==> src/design/mmsd_pkg.sv <==
`default_nettype none
package mmsd_pkg;
	// ==========================================
	// data space
	localparam logic [7:0]  DATA_UPPER_BASE = 8'h80;
	localparam logic [7:0]  BANK_REGION_END = 8'h1f;
	localparam logic [7:0]  BIT_REGION_BASE = 8'h20;
	localparam logic [7:0]  BIT_REGION_END  = 8'h2f;
	localparam int          BANK_BYTES      = 8;
	localparam int          BANK_SHIFT      = 3;
	// ==========================================
	// extra data ram and flash
	localparam int          EXTRA_RAM_BYTES = 1024;
	localparam logic [15:0] EXTRA_RAM_LAST  = 16'h03ff;
	localparam int          SECTOR_BYTES    = 512;
	localparam int          SECTOR_SHIFT    = 9;
	localparam logic [15:0] FACT_BASE       = 16'h1e00;
	localparam logic [15:0] FACT_LAST       = 16'h1fff;
	localparam logic [15:0] USER_SEC_BASE   = 16'h2000;
	localparam logic [15:0] USER_SEC_LAST   = 16'h207f;
	localparam logic [15:0] USER_SEC_INDEX  = 16'h0010;

	// ==========================================
	// target encoding, one-hot except none, which is all zero
	typedef enum logic [3:0] {
		MMSD_TGT_NONE    = 4'h0,
		MMSD_TGT_LOW     = 4'h1,
		MMSD_TGT_UPPER   = 4'h2,
		MMSD_TGT_SPECIAL = 4'h4,
		MMSD_TGT_EXTRA   = 4'h8
	} mmsd_target_t;

	typedef enum logic [1:0] {
		MMSD_DIRECT   = 2'h0,
		MMSD_INDIRECT = 2'h1,
		MMSD_REGREF   = 2'h2,
		MMSD_EXTDATA  = 2'h3
	} mmsd_mode_t;

	typedef struct packed {
		logic         valid;
		mmsd_mode_t   mode;
		logic [15:0]  addr;
		logic [1:0]   bank;
	} mmsd_data_req_t;

	typedef struct packed {
		logic         valid;
		mmsd_target_t target;
		logic [9:0]   index;
		logic         bit_region;
		logic         bank_region;
	} mmsd_data_rsp_t;

	typedef struct packed {
		logic         valid;
		logic         user;
		logic         factory;
		logic         extra_sector;
		logic         invalid;
		logic [4:0]   sector;
	} mmsd_code_rsp_t;
endpackage
`default_nettype wire

==> src/design/mmsd_decoder.sv <==
// How it works
// - indirect access at or above 0x80 goes to upper internal ram
// - direct access at or above 0x80 goes to special function register space
// - lower 128 bytes decode the same for direct and indirect modes
// - lowest 32 bytes form four register banks; references resolve into chosen bank
// - 16 bytes after banks are flagged byte and bit addressable
// - build option adds 1024-byte extra data ram in external data space
// - flash is handled in 512-byte sectors; sector number reported per access
// - flash 0x1e00 to 0x1fff is factory reserved, not user space
// - extra user sector of 128 bytes decoded at 0x2000 to 0x207f
`timescale 1ns/1ps
`default_nettype none
module mmsd_decoder #(
	parameter bit HAS_EXTRA_RAM = 1'b1
) (
	input  wire logic                    i_sys_clk,
	input  wire logic                    i_rst,
	input  wire mmsd_pkg::mmsd_data_req_t i_data_req,
	input  wire logic                    i_code_valid,
	input  wire logic [15:0]             i_code_addr,
	output var  mmsd_pkg::mmsd_data_rsp_t o_data_rsp,
	output var  mmsd_pkg::mmsd_code_rsp_t o_code_rsp
);
	// ==========================================
	// data space decode
	mmsd_pkg::mmsd_data_rsp_t nxt_data_rsp;
	mmsd_pkg::mmsd_data_rsp_t data_rsp_ff;
	logic [7:0]               reg_addr;

	always_comb begin
		reg_addr = {3'h0, i_data_req.bank, i_data_req.addr[2:0]};
		nxt_data_rsp = '0;
		nxt_data_rsp.valid = i_data_req.valid;
		case (i_data_req.mode)
			mmsd_pkg::MMSD_REGREF: begin
				nxt_data_rsp.target = mmsd_pkg::MMSD_TGT_LOW;
				nxt_data_rsp.index = {2'h0, reg_addr};
			end
			mmsd_pkg::MMSD_EXTDATA: begin
				if (HAS_EXTRA_RAM && i_data_req.addr <= mmsd_pkg::EXTRA_RAM_LAST) begin
					nxt_data_rsp.target = mmsd_pkg::MMSD_TGT_EXTRA;
					nxt_data_rsp.index = i_data_req.addr[9:0];
				end else begin
					nxt_data_rsp.target = mmsd_pkg::MMSD_TGT_NONE;
				end
			end
			default: begin
				nxt_data_rsp.index = {2'h0, i_data_req.addr[7:0]};
				if (i_data_req.addr[7:0] < mmsd_pkg::DATA_UPPER_BASE) begin
					nxt_data_rsp.target = mmsd_pkg::MMSD_TGT_LOW;
				end else if (i_data_req.mode == mmsd_pkg::MMSD_INDIRECT) begin
					nxt_data_rsp.target = mmsd_pkg::MMSD_TGT_UPPER;
				end else begin
					nxt_data_rsp.target = mmsd_pkg::MMSD_TGT_SPECIAL;
				end
			end
		endcase
		if (nxt_data_rsp.target == mmsd_pkg::MMSD_TGT_LOW) begin
			nxt_data_rsp.bank_region = nxt_data_rsp.index[7:0] <= mmsd_pkg::BANK_REGION_END;
			nxt_data_rsp.bit_region = nxt_data_rsp.index[7:0] >= mmsd_pkg::BIT_REGION_BASE
				&& nxt_data_rsp.index[7:0] <= mmsd_pkg::BIT_REGION_END;
		end
	end

	always_ff @(posedge i_sys_clk) begin
		if (i_rst) begin
			data_rsp_ff <= '0;
		end else begin
			data_rsp_ff <= nxt_data_rsp;
		end
	end
	assign o_data_rsp = data_rsp_ff;

	// ==========================================
	// program flash decode
	mmsd_pkg::mmsd_code_rsp_t nxt_code_rsp;
	mmsd_pkg::mmsd_code_rsp_t code_rsp_ff;

	always_comb begin
		nxt_code_rsp = '0;
		nxt_code_rsp.valid = i_code_valid;
		nxt_code_rsp.sector = 5'(i_code_addr >> mmsd_pkg::SECTOR_SHIFT);
		if (i_code_addr >= mmsd_pkg::FACT_BASE && i_code_addr <= mmsd_pkg::FACT_LAST) begin
			nxt_code_rsp.factory = 1'b1;
		end else if (i_code_addr < mmsd_pkg::FACT_BASE) begin
			nxt_code_rsp.user = 1'b1;
		end else if (i_code_addr <= mmsd_pkg::USER_SEC_LAST) begin
			nxt_code_rsp.extra_sector = 1'b1;
			nxt_code_rsp.sector = mmsd_pkg::USER_SEC_INDEX[4:0];
		end else begin
			nxt_code_rsp.invalid = 1'b1;
		end
	end

	always_ff @(posedge i_sys_clk) begin
		if (i_rst) begin
			code_rsp_ff <= '0;
		end else begin
			code_rsp_ff <= nxt_code_rsp;
		end
	end
	assign o_code_rsp = code_rsp_ff;

	// ==========================================
	// checks: data space
	chk_indirect_upper: assert property (@(posedge i_sys_clk) disable iff (i_rst)
		i_data_req.valid && i_data_req.mode == mmsd_pkg::MMSD_INDIRECT && i_data_req.addr[7]
		|=> o_data_rsp.target == mmsd_pkg::MMSD_TGT_UPPER)
		else $error("indirect upper access not routed to upper ram");

	chk_upper_index: assert property (@(posedge i_sys_clk) disable iff (i_rst)
		i_data_req.valid && i_data_req.mode == mmsd_pkg::MMSD_INDIRECT && i_data_req.addr[7]
		|=> o_data_rsp.index == {2'h0, $past(i_data_req.addr[7:0])})
		else $error("upper ram index differs from address");

	chk_direct_special: assert property (@(posedge i_sys_clk) disable iff (i_rst)
		i_data_req.valid && i_data_req.mode == mmsd_pkg::MMSD_DIRECT && i_data_req.addr[7]
		|=> o_data_rsp.target == mmsd_pkg::MMSD_TGT_SPECIAL)
		else $error("direct upper access not routed to special register space");

	chk_special_index: assert property (@(posedge i_sys_clk) disable iff (i_rst)
		i_data_req.valid && i_data_req.mode == mmsd_pkg::MMSD_DIRECT && i_data_req.addr[7]
		|=> o_data_rsp.index == {2'h0, $past(i_data_req.addr[7:0])})
		else $error("special register index differs from address");

	chk_lower_same: assert property (@(posedge i_sys_clk) disable iff (i_rst)
		i_data_req.valid && !i_data_req.mode[1] && !i_data_req.addr[7]
		|=> o_data_rsp.target == mmsd_pkg::MMSD_TGT_LOW
			&& o_data_rsp.index[7:0] == $past(i_data_req.addr[7:0]))
		else $error("lower ram decode differs by mode");

	chk_bank_offset: assert property (@(posedge i_sys_clk) disable iff (i_rst)
		i_data_req.valid && i_data_req.mode == mmsd_pkg::MMSD_REGREF
		|=> o_data_rsp.bank_region
			&& o_data_rsp.index == 10'(($past(i_data_req.bank) * 8) + $past(i_data_req.addr[2:0])))
		else $error("register reference resolved to wrong bank");

	chk_regref_low: assert property (@(posedge i_sys_clk) disable iff (i_rst)
		i_data_req.valid && i_data_req.mode == mmsd_pkg::MMSD_REGREF
		|=> o_data_rsp.target == mmsd_pkg::MMSD_TGT_LOW)
		else $error("register reference left lower ram");

	chk_bank_flag: assert property (@(posedge i_sys_clk) disable iff (i_rst)
		i_data_req.valid && !i_data_req.mode[1] && i_data_req.addr[7:5] == 3'h0
		|=> o_data_rsp.bank_region)
		else $error("register bank byte not flagged");

	chk_bank_bound: assert property (@(posedge i_sys_clk) disable iff (i_rst)
		o_data_rsp.bank_region |-> o_data_rsp.target == mmsd_pkg::MMSD_TGT_LOW
			&& o_data_rsp.index[9:5] == 5'h00)
		else $error("bank flag outside the register banks");

	chk_bank_sel: assert property (@(posedge i_sys_clk) disable iff (i_rst)
		i_data_req.valid && i_data_req.mode == mmsd_pkg::MMSD_REGREF
		|=> o_data_rsp.index[4:3] == $past(i_data_req.bank))
		else $error("bank select not applied");

	chk_bit_region: assert property (@(posedge i_sys_clk) disable iff (i_rst)
		o_data_rsp.bit_region |-> o_data_rsp.index[7:4] == 4'h2)
		else $error("bit region flag outside its bytes");

	chk_bit_set: assert property (@(posedge i_sys_clk) disable iff (i_rst)
		i_data_req.valid && !i_data_req.mode[1] && i_data_req.addr[7:4] == 4'h2
		|=> o_data_rsp.bit_region)
		else $error("bit addressable byte not flagged");

	chk_extra_range: assert property (@(posedge i_sys_clk) disable iff (i_rst)
		o_data_rsp.target == mmsd_pkg::MMSD_TGT_EXTRA |-> HAS_EXTRA_RAM
			&& $past(i_data_req.addr) < 16'h0400)
		else $error("extra data ram selected out of range");

	chk_extra_hit: assert property (@(posedge i_sys_clk) disable iff (i_rst)
		i_data_req.valid && i_data_req.mode == mmsd_pkg::MMSD_EXTDATA
			&& i_data_req.addr <= 16'h03ff
		|=> o_data_rsp.target == (HAS_EXTRA_RAM ? mmsd_pkg::MMSD_TGT_EXTRA
			: mmsd_pkg::MMSD_TGT_NONE))
		else $error("extra data ram access misrouted");

	chk_extra_miss: assert property (@(posedge i_sys_clk) disable iff (i_rst)
		i_data_req.valid && i_data_req.mode == mmsd_pkg::MMSD_EXTDATA
			&& i_data_req.addr > 16'h03ff
		|=> o_data_rsp.target == mmsd_pkg::MMSD_TGT_NONE)
		else $error("access beyond extra data ram accepted");

	// ==========================================
	// checks: program flash
	chk_factory_range: assert property (@(posedge i_sys_clk) disable iff (i_rst)
		i_code_valid && i_code_addr[15:9] == 7'h0f |=> o_code_rsp.factory && !o_code_rsp.user)
		else $error("factory range not reserved");

	chk_user_range: assert property (@(posedge i_sys_clk) disable iff (i_rst)
		i_code_valid && i_code_addr < 16'h1e00
		|=> o_code_rsp.user && !o_code_rsp.factory && !o_code_rsp.extra_sector)
		else $error("user flash decoded as reserved");

	chk_sector_num: assert property (@(posedge i_sys_clk) disable iff (i_rst)
		i_code_valid && i_code_addr < 16'h1e00 |=> o_code_rsp.sector == $past(i_code_addr[13:9]))
		else $error("wrong flash sector number");

	chk_sector_fixed: assert property (@(posedge i_sys_clk) disable iff (i_rst)
		o_code_rsp.factory |-> o_code_rsp.sector == 5'h0f)
		else $error("factory range reported in wrong sector");

	chk_extra_sector: assert property (@(posedge i_sys_clk) disable iff (i_rst)
		i_code_valid && i_code_addr[15:7] == 9'h040 |=> o_code_rsp.extra_sector)
		else $error("extra user sector not decoded");

	chk_extra_number: assert property (@(posedge i_sys_clk) disable iff (i_rst)
		o_code_rsp.extra_sector |-> o_code_rsp.sector == 5'h10)
		else $error("extra sector reported with wrong number");

	chk_past_extra: assert property (@(posedge i_sys_clk) disable iff (i_rst)
		i_code_valid && i_code_addr > 16'h207f
		|=> o_code_rsp.invalid && !o_code_rsp.extra_sector && !o_code_rsp.user)
		else $error("address past extra sector accepted");

	chk_code_onehot: assert property (@(posedge i_sys_clk) disable iff (i_rst)
		o_code_rsp.valid |-> $onehot({o_code_rsp.user, o_code_rsp.factory,
			o_code_rsp.extra_sector, o_code_rsp.invalid}))
		else $error("flash address in more than one range");

	// ==========================================
	// coverage
	cov_upper: cover property (@(posedge i_sys_clk) o_data_rsp.target == mmsd_pkg::MMSD_TGT_UPPER);
	cov_special: cover property (@(posedge i_sys_clk) o_data_rsp.target == mmsd_pkg::MMSD_TGT_SPECIAL);
	cov_bank3: cover property (@(posedge i_sys_clk) o_data_rsp.index[7:3] == 5'h03);
	cov_extra: cover property (@(posedge i_sys_clk) o_code_rsp.extra_sector);
	cov_factory: cover property (@(posedge i_sys_clk) o_code_rsp.factory);
endmodule
`default_nettype wire

==> config.mk <==
export PLATFORM = sky130hd
export DESIGN_NAME = mmsd_decoder
export DESIGN_NICKNAME = d
export VERILOG_FILES = /design/src/design/mmsd_pkg.sv /design/src/design/mmsd_decoder.sv
export SDC_FILE = /design/constraint.sdc
export NUM_CORES = 1
export LEC_CHECK = 0
export BUFFER_PORTS_ARGS = -buffer_cell sky130_fd_sc_hd__buf_2
export CELL_PAD_IN_SITES_DETAIL_PLACEMENT = 0
export CELL_PAD_IN_SITES_GLOBAL_PLACEMENT = 2
export CORE_ASPECT_RATIO = 0.9
export CORE_UTILIZATION = 19
export CTS_BUF_LIST = sky130_fd_sc_hd__clkbuf_16
export DETAILED_ROUTE_END_ITERATION = 8
export PLACE_DENSITY = 0.74
export SYNTH_ARGS = -nofsm -noshare
export SYNTH_HDL_FRONTEND = slang
export SYNTH_SLANG_ARGS = --single-unit
==> constraint.sdc <==
create_clock -name i_sys_clk -period 1.24 [get_ports i_sys_clk]
set_clock_uncertainty 0.15 [all_clocks]
set_input_delay 0.186 -clock i_sys_clk [delete_from_list [all_inputs] [get_ports i_sys_clk]]
set_output_delay 0.186 -clock i_sys_clk [all_outputs]
set_load 0.02 [all_outputs]
==> results of run 1 <==
-- cell families (layout without fill, tap and decap cells) --
group	after synthesis	after routing	share of synthesized area, %
buf+inv	4	71	1.69
simple gates	39	39	29.8
flops	27	27	60.7
compound gates	10	10	7.86
-- layout by cell type (no fill, tap or decap), types with 3 or more instances in the layout --
cell | netlist | layout
nor3_1 | 6 | 6
nor3b_1 | 6 | 6
nand4_1 | 3 | 3
buf_2 | 0 | 59
dfxtp_1 | 27 | 27
nand2_1 | 3 | 3
nor2b_1 | 9 | 9
a21oi_1 | 5 | 5
clkbuf_16 | 0 | 3
buf_4 | 0 | 4
-- state kept, by name (all words and copies together) (netlist names) --
name	flops
o_code_rsp	10
o_data_rsp	17
-- worst max-delay path by stage --
stage / from / end / slack, ps / depth (start not counted)
2_1_floorplan: i_data_req[15] / o_data_rsp[1]$_SDFF_PP0_ / 50 / 3
3_3_place_gp: i_data_req[15] / o_data_rsp[1]$_SDFF_PP0_ / -170 / 4
3_5_place_dp: i_data_req[15] / o_data_rsp[1]$_SDFF_PP0_ / -240 / 4
4_1_cts: i_data_req[15] / o_data_rsp[1]$_SDFF_PP0_ / 40 / 4
5_1_grt: i_data_req[15] / o_data_rsp[11]$_SDFF_PP0_ / 10 / 4
6_report: i_data_req[15] / o_data_rsp[1]$_SDFF_PP0_ / 60 / 4
-- critical path, stage by stage --
cell	delay (ps)
buf_2	110
nor4_4	390
a31oi_2	220
nor4b_2	290
-- layout make-up --
type	count	area, µm²	area share [%]
clock buffers	3	75.1	5.39
multi-input cells	49	342	24.5
flip-flops and latches	27	541	38.8
well taps	62	77.6	5.57
clock inverters	1	5.00	0.359
repair buffers	65	345	24.8
inverters	2	7.51	0.539
-- layer usage --
layer	share of wire [%]	track usage (%)	wire, µm
met5	0	0	0
met3	6.9	2.57	152
met4	1.5	4.33	34
met2	48	13.6	1070
met1	43	11.7	957
-- what timing repair did --
item,CTS,global route
endpoints found under the hold margin,2,0
endpoints found under the setup margin,0,1
hold buffers,2,0
gates resized for setup,0,1
-- power by group --
| part | switching [mW] | total [mW] | internal [mW] |
|---|---|---|---|
| Clock | 0.276 | 0.710 | 0.434 |
| Sequential | 0.00625 | 0.908 | 0.901 |
| Combinational | 0.133 | 0.237 | 0.104 |
==> run metrics, run 1 <==
fin crit share=95.5%; Final Setup Violations=0; worst slack at placement=-235 ps; Worst EP arrival=1200 ps; # rows=23; Placer Congestion=0.733; Nets=188; H-tree levels=1; total power=1.85 mW; total number of vias=830; setup slack after layout=56.2 ps; prevailing post-synth register cell=dfxtp_1; Yosys reg bits=27; crit path time final=1180 ps; final hold violations=0; # diodes=0; critical path class=input port to flop; Synth Area per Inst=11.1 µm²; HP Class=input port to flop; CP required=1260 ps; Initial Util=19.8%; Min Hold Slack=24.3 ps; drt wl/cell=10.6 µm; critical path peak fanout=5; top cells by instance count after synthesis=dfxtp_1 (27), nor2b_1 (9), nor3_1 (6), nor3b_1 (6), a21oi_1 (5); Die Wd=74.2 µm; TritonCTS clock tree=yes; top post-synthesis cells by area=dfxtp_1 (61%), nor2b_1 (6.3%), nor3b_1 (5.1%), nor3_1 (3.4%), nor4b_1 (2.9%); area grow syn2layout=56.3%; Routed Antenna Nets=0; EDFF count, synth=0; number of fill cells=499; actual slew at the worst max-slew pin=356 ps; largest net degree at the start of global routing=16; cell area after layout=0.00139 mm²; number of buffers created by CTS=3; placed cell count=203; Post-Route Utilization=31.0%; total die area=0.00497 mm²; yosys warns=0; initial antenna violation count=0; Clock Path Buffers=2; CP Launch Type=input port; Max-Cap Viols=0; Die H=67.0 µm; ys async rst share=0%; cells after synthesis=80; detailed-router iteration count before antenna repair=4; port buffer count=59; hold path endpoint=o_code_rsp[3]$_SDFF_PP0_; Seq/Total Area, Yosys=60.7%; hold wc startpoint=i_code_addr[12]; Peak supply drop=0.524 mV; DP Wirelength=1770 µm; GR Overflow Total=0; RSZ-0062 raised after global routing=no; Clk pin slew, worst setup/hold paths=60 ps; Root Driver=clkbuf_16; Lkg Pwr=0.645 nW; Fmax=845 MHz; synthesized cell area=891 µm²; Vias/cell=3.97; PwrDens=1330 mW/mm²; GRT Util Overall=9.05%; 1st-iter DRT viols=47; non-filler instance count after layout=209; area post-placement=0.00129 mm²; post-synth top area cell=dfxtp_1; fin. max-slew vios=0; vias in the first global route=713; most frequent cell after synthesis=dfxtp_1; CTS Sinks=27; post-synth cell types=22; CORE AREA=0.00449 mm²; num ports=67; final wirelength=2210 µm; Slew HR=76.1%; first-pass GRT wire length=3230 µm; Setup TNS=0 ps; drt drc=0; Hold Path Depth=2; outcome=finished clean; share of the synthesized area in the top cell type=60.7%; postcts setup bufs=0; syn nets=120; share of layout cells above drive strength 1=49.0%; Crit. End Element=flop
(Power assumes the default switching activity.)
==> run 2: changes to the inputs <==
Settings changed: ABC_AREA from default to 1, CORE_UTILIZATION 19 to 17, PLACE_DENSITY 0.74 to 0.71.
==> run metrics, run 2 <==
CP Launch Type=input port; top post-synthesis cells by area=dfxtp_1 (59%), nor2_1 (9.0%), inv_1 (8.1%), nand2_1 (7.3%), nand2_2 (2.7%); RSZ-0062 raised after global routing=no; port buffer count=59 (unchanged); Vias/cell=3.56 (-10%); Synth Area per Inst=8.23 µm² (-26%); drt wl/cell=9.43 µm (-11%); Lkg Pwr=0.854 nW (+33%); Die Wd=79.6 µm (+7.4%); largest net degree at the start of global routing=16 (unchanged); Max-Cap Viols=0 (unchanged); cell area after layout=0.00150 mm² (+7.5%); GR Overflow Total=0 (unchanged); postcts setup bufs=0 (unchanged); ys async rst share=0% (unchanged); TritonCTS clock tree=yes; drt drc=0 (unchanged); vias in the first global route=786 (+10%); Placer Congestion=0.695 (-5.3%); crit path time final=1140 ps (-38.8 ps); hold wc startpoint=i_code_addr[10]; outcome=finished clean; CORE AREA=0.00522 mm² (+16%); post-synth cell types=19 (-14%); most frequent cell after synthesis=dfxtp_1; hold path endpoint=o_code_rsp[1]$_SDFF_PP0_; total number of vias=903 (+8.8%); Seq/Total Area, Yosys=58.6% (-2.1 points); Peak supply drop=0.446 mV (-15%); final wirelength=2390 µm (+8.3%); # diodes=0 (unchanged); critical path peak fanout=4 (-1); Root Driver=clkbuf_16; fin. max-slew vios=0 (unchanged); synthesized cell area=922 µm² (+3.5%); Yosys reg bits=27 (unchanged); area occupied by multi-input gates=292 µm² (-15%); CP required=1250 ps (about the same); max reg flops=17 (unchanged); prevailing post-synth register cell=dfxtp_1; top cells by instance count after synthesis=dfxtp_1 (27), nor2_1 (22), inv_1 (20); H-tree levels=1 (unchanged); 1st-iter DRT viols=20 (-57%); first-pass GRT wire length=3640 µm (+13%); num ports=67 (unchanged); EDFF count, synth=0 (unchanged); Slew HR=82.4% (+6.3 points); post-synth top area cell=dfxtp_1; setup slack after layout=95.1 ps (+38.8 ps); worst slack at placement=9.44 ps (+245 ps); fin crit share=92.3% (-3.1 points); DP Wirelength=1780 µm (+0.71%); detailed-router iteration count before antenna repair=4 (unchanged); most common cell after layout, fill and taps aside=buf_2; Crit. End Element=flop; most frequent cells in the layout=buf_2 (59), dfxtp_1 (27), nor2_1 (22); Clk pin slew, worst setup/hold paths=70 ps (about the same); Crit. Startpoint=i_code_addr[13]; Worst EP arrival=1150 ps (-50 ps); final hold violations=0 (unchanged); CTS Sinks=27 (unchanged); syn nets=152 (+27%); share of the synthesized area in the top cell type=58.6% (-2.1 points); Nets=228 (+21%); Clock Path Buffers=2 (unchanged); # rows=25 (+8.7%); FF/Latch Area=541 µm² (unchanged); share of layout cells above drive strength 1=41.2% (-7.8 points); cells after synthesis=112 (+40%); actual slew at the worst max-slew pin=261 ps (-94.4 ps); PwrDens=1270 mW/mm² (-4.6%); Initial Util=17.7% (-2.2 points); initial antenna violation count=0 (unchanged); Final Setup Violations=0 (unchanged); GRT Util Overall=8.48% (-0.57 points); Die H=71.9 µm (+7.3%); total die area=0.00572 mm² (+15%); yosys warns=0 (unchanged); critical path class=input port to flop; Routed Antenna Nets=0 (unchanged); number of fill cells=569 (+14%); HP Class=input port to flop; Fmax=873 MHz (+3.4%); Hold Path Depth=3 (+1); area post-placement=0.00133 mm² (+3.2%); area grow syn2layout=62.4%; number of buffers created by CTS=3 (unchanged)
-- run 2: cell count changes in the layout (fill, tap and decap cells not counted), sizes merged, moves of 3 or more --
cell         before  now
a21oi             5    0
dlygate4sd3       2    9
inv               2   21
nand2             3   22
nor2              2   24
nor2b             9    0
nor3              6    3
nor3b             6    1
nor4b             4    0
-- run 2: critical path, stage by stage --
cell and delay [ps]:
dlygate4sd3_1 530, buf_2 140, nand2_1 50, nand3_1 90, nor3b_1 150
-- run 2: report_power, final --
group          switching (mW)  internal (mW)  total (mW)
sequential            0.00699          0.901       0.908
clock                   0.305          0.435       0.740
combinational           0.141          0.114       0.255
-- run 2: metal layers --
metal / GRT usage [%] / vias to the layer above / share of wire (%) / wire (µm)
li1: - / 486 / - / -
met3: 2.42 / 4 / 6.6 / 159
met4: 3.03 / 0 / 1.3 / 31
met1: 10.5 / 381 / 45 / 1080
met5: 0 / - / 0 / 0
met2: 14.0 / 32 / 47 / 1120
-- run 2: logic make-up after synthesis --
logic type	after synthesis	synth area share [%]
simple gates	60	30.3
flops	27	58.6
buf+inv	23	9.77
compound gates	2	1.36
-- run 2: cell type report --
cell class                      instances  area share, %
Timing Repair Buffer                   73           28.2
Inverter                               21           5.26
Sequential cell                        27           36.1
Clock buffer                            3           5.01
Multi-Input combinational cell         62           19.5
Tap cell                               67           5.60
Clock inverter                          1          0.334
-- run 2: worst max path at each step --
stage	to	depth (start not counted)
finish	o_code_rsp[5]$_SDFF_PP0_	5
global route	o_code_rsp[5]$_SDFF_PP0_	5
CTS	o_code_rsp[5]$_SDFF_PP0_	5
detailed placement	o_data_rsp[1]$_SDFF_PP0_	7
global placement	o_data_rsp[1]$_SDFF_PP0_	7
floorplan	o_data_rsp[1]$_SDFF_PP0_	6
-- run 2: per-stage QoR --
step	power [mW]	instances	util, %	hold slack (ps)	TNS (ps)
finish	1.90	254	28.7	3.05	0
global route	2.01	254	28.7	5.69	0
CTS	1.94	254	28.7	2.36	0
detailed placement	1.16	241	25.4	247	0
global placement	1.17	241	25.4	239	-3.66
floorplan	1.05	112	-	113	0
-- run 2: timing repair --
item / in CTS / in global routing
hold buffers: 9 / 0
hold endpoints to repair: 9 / 0
gates resized for setup: 0 / 0
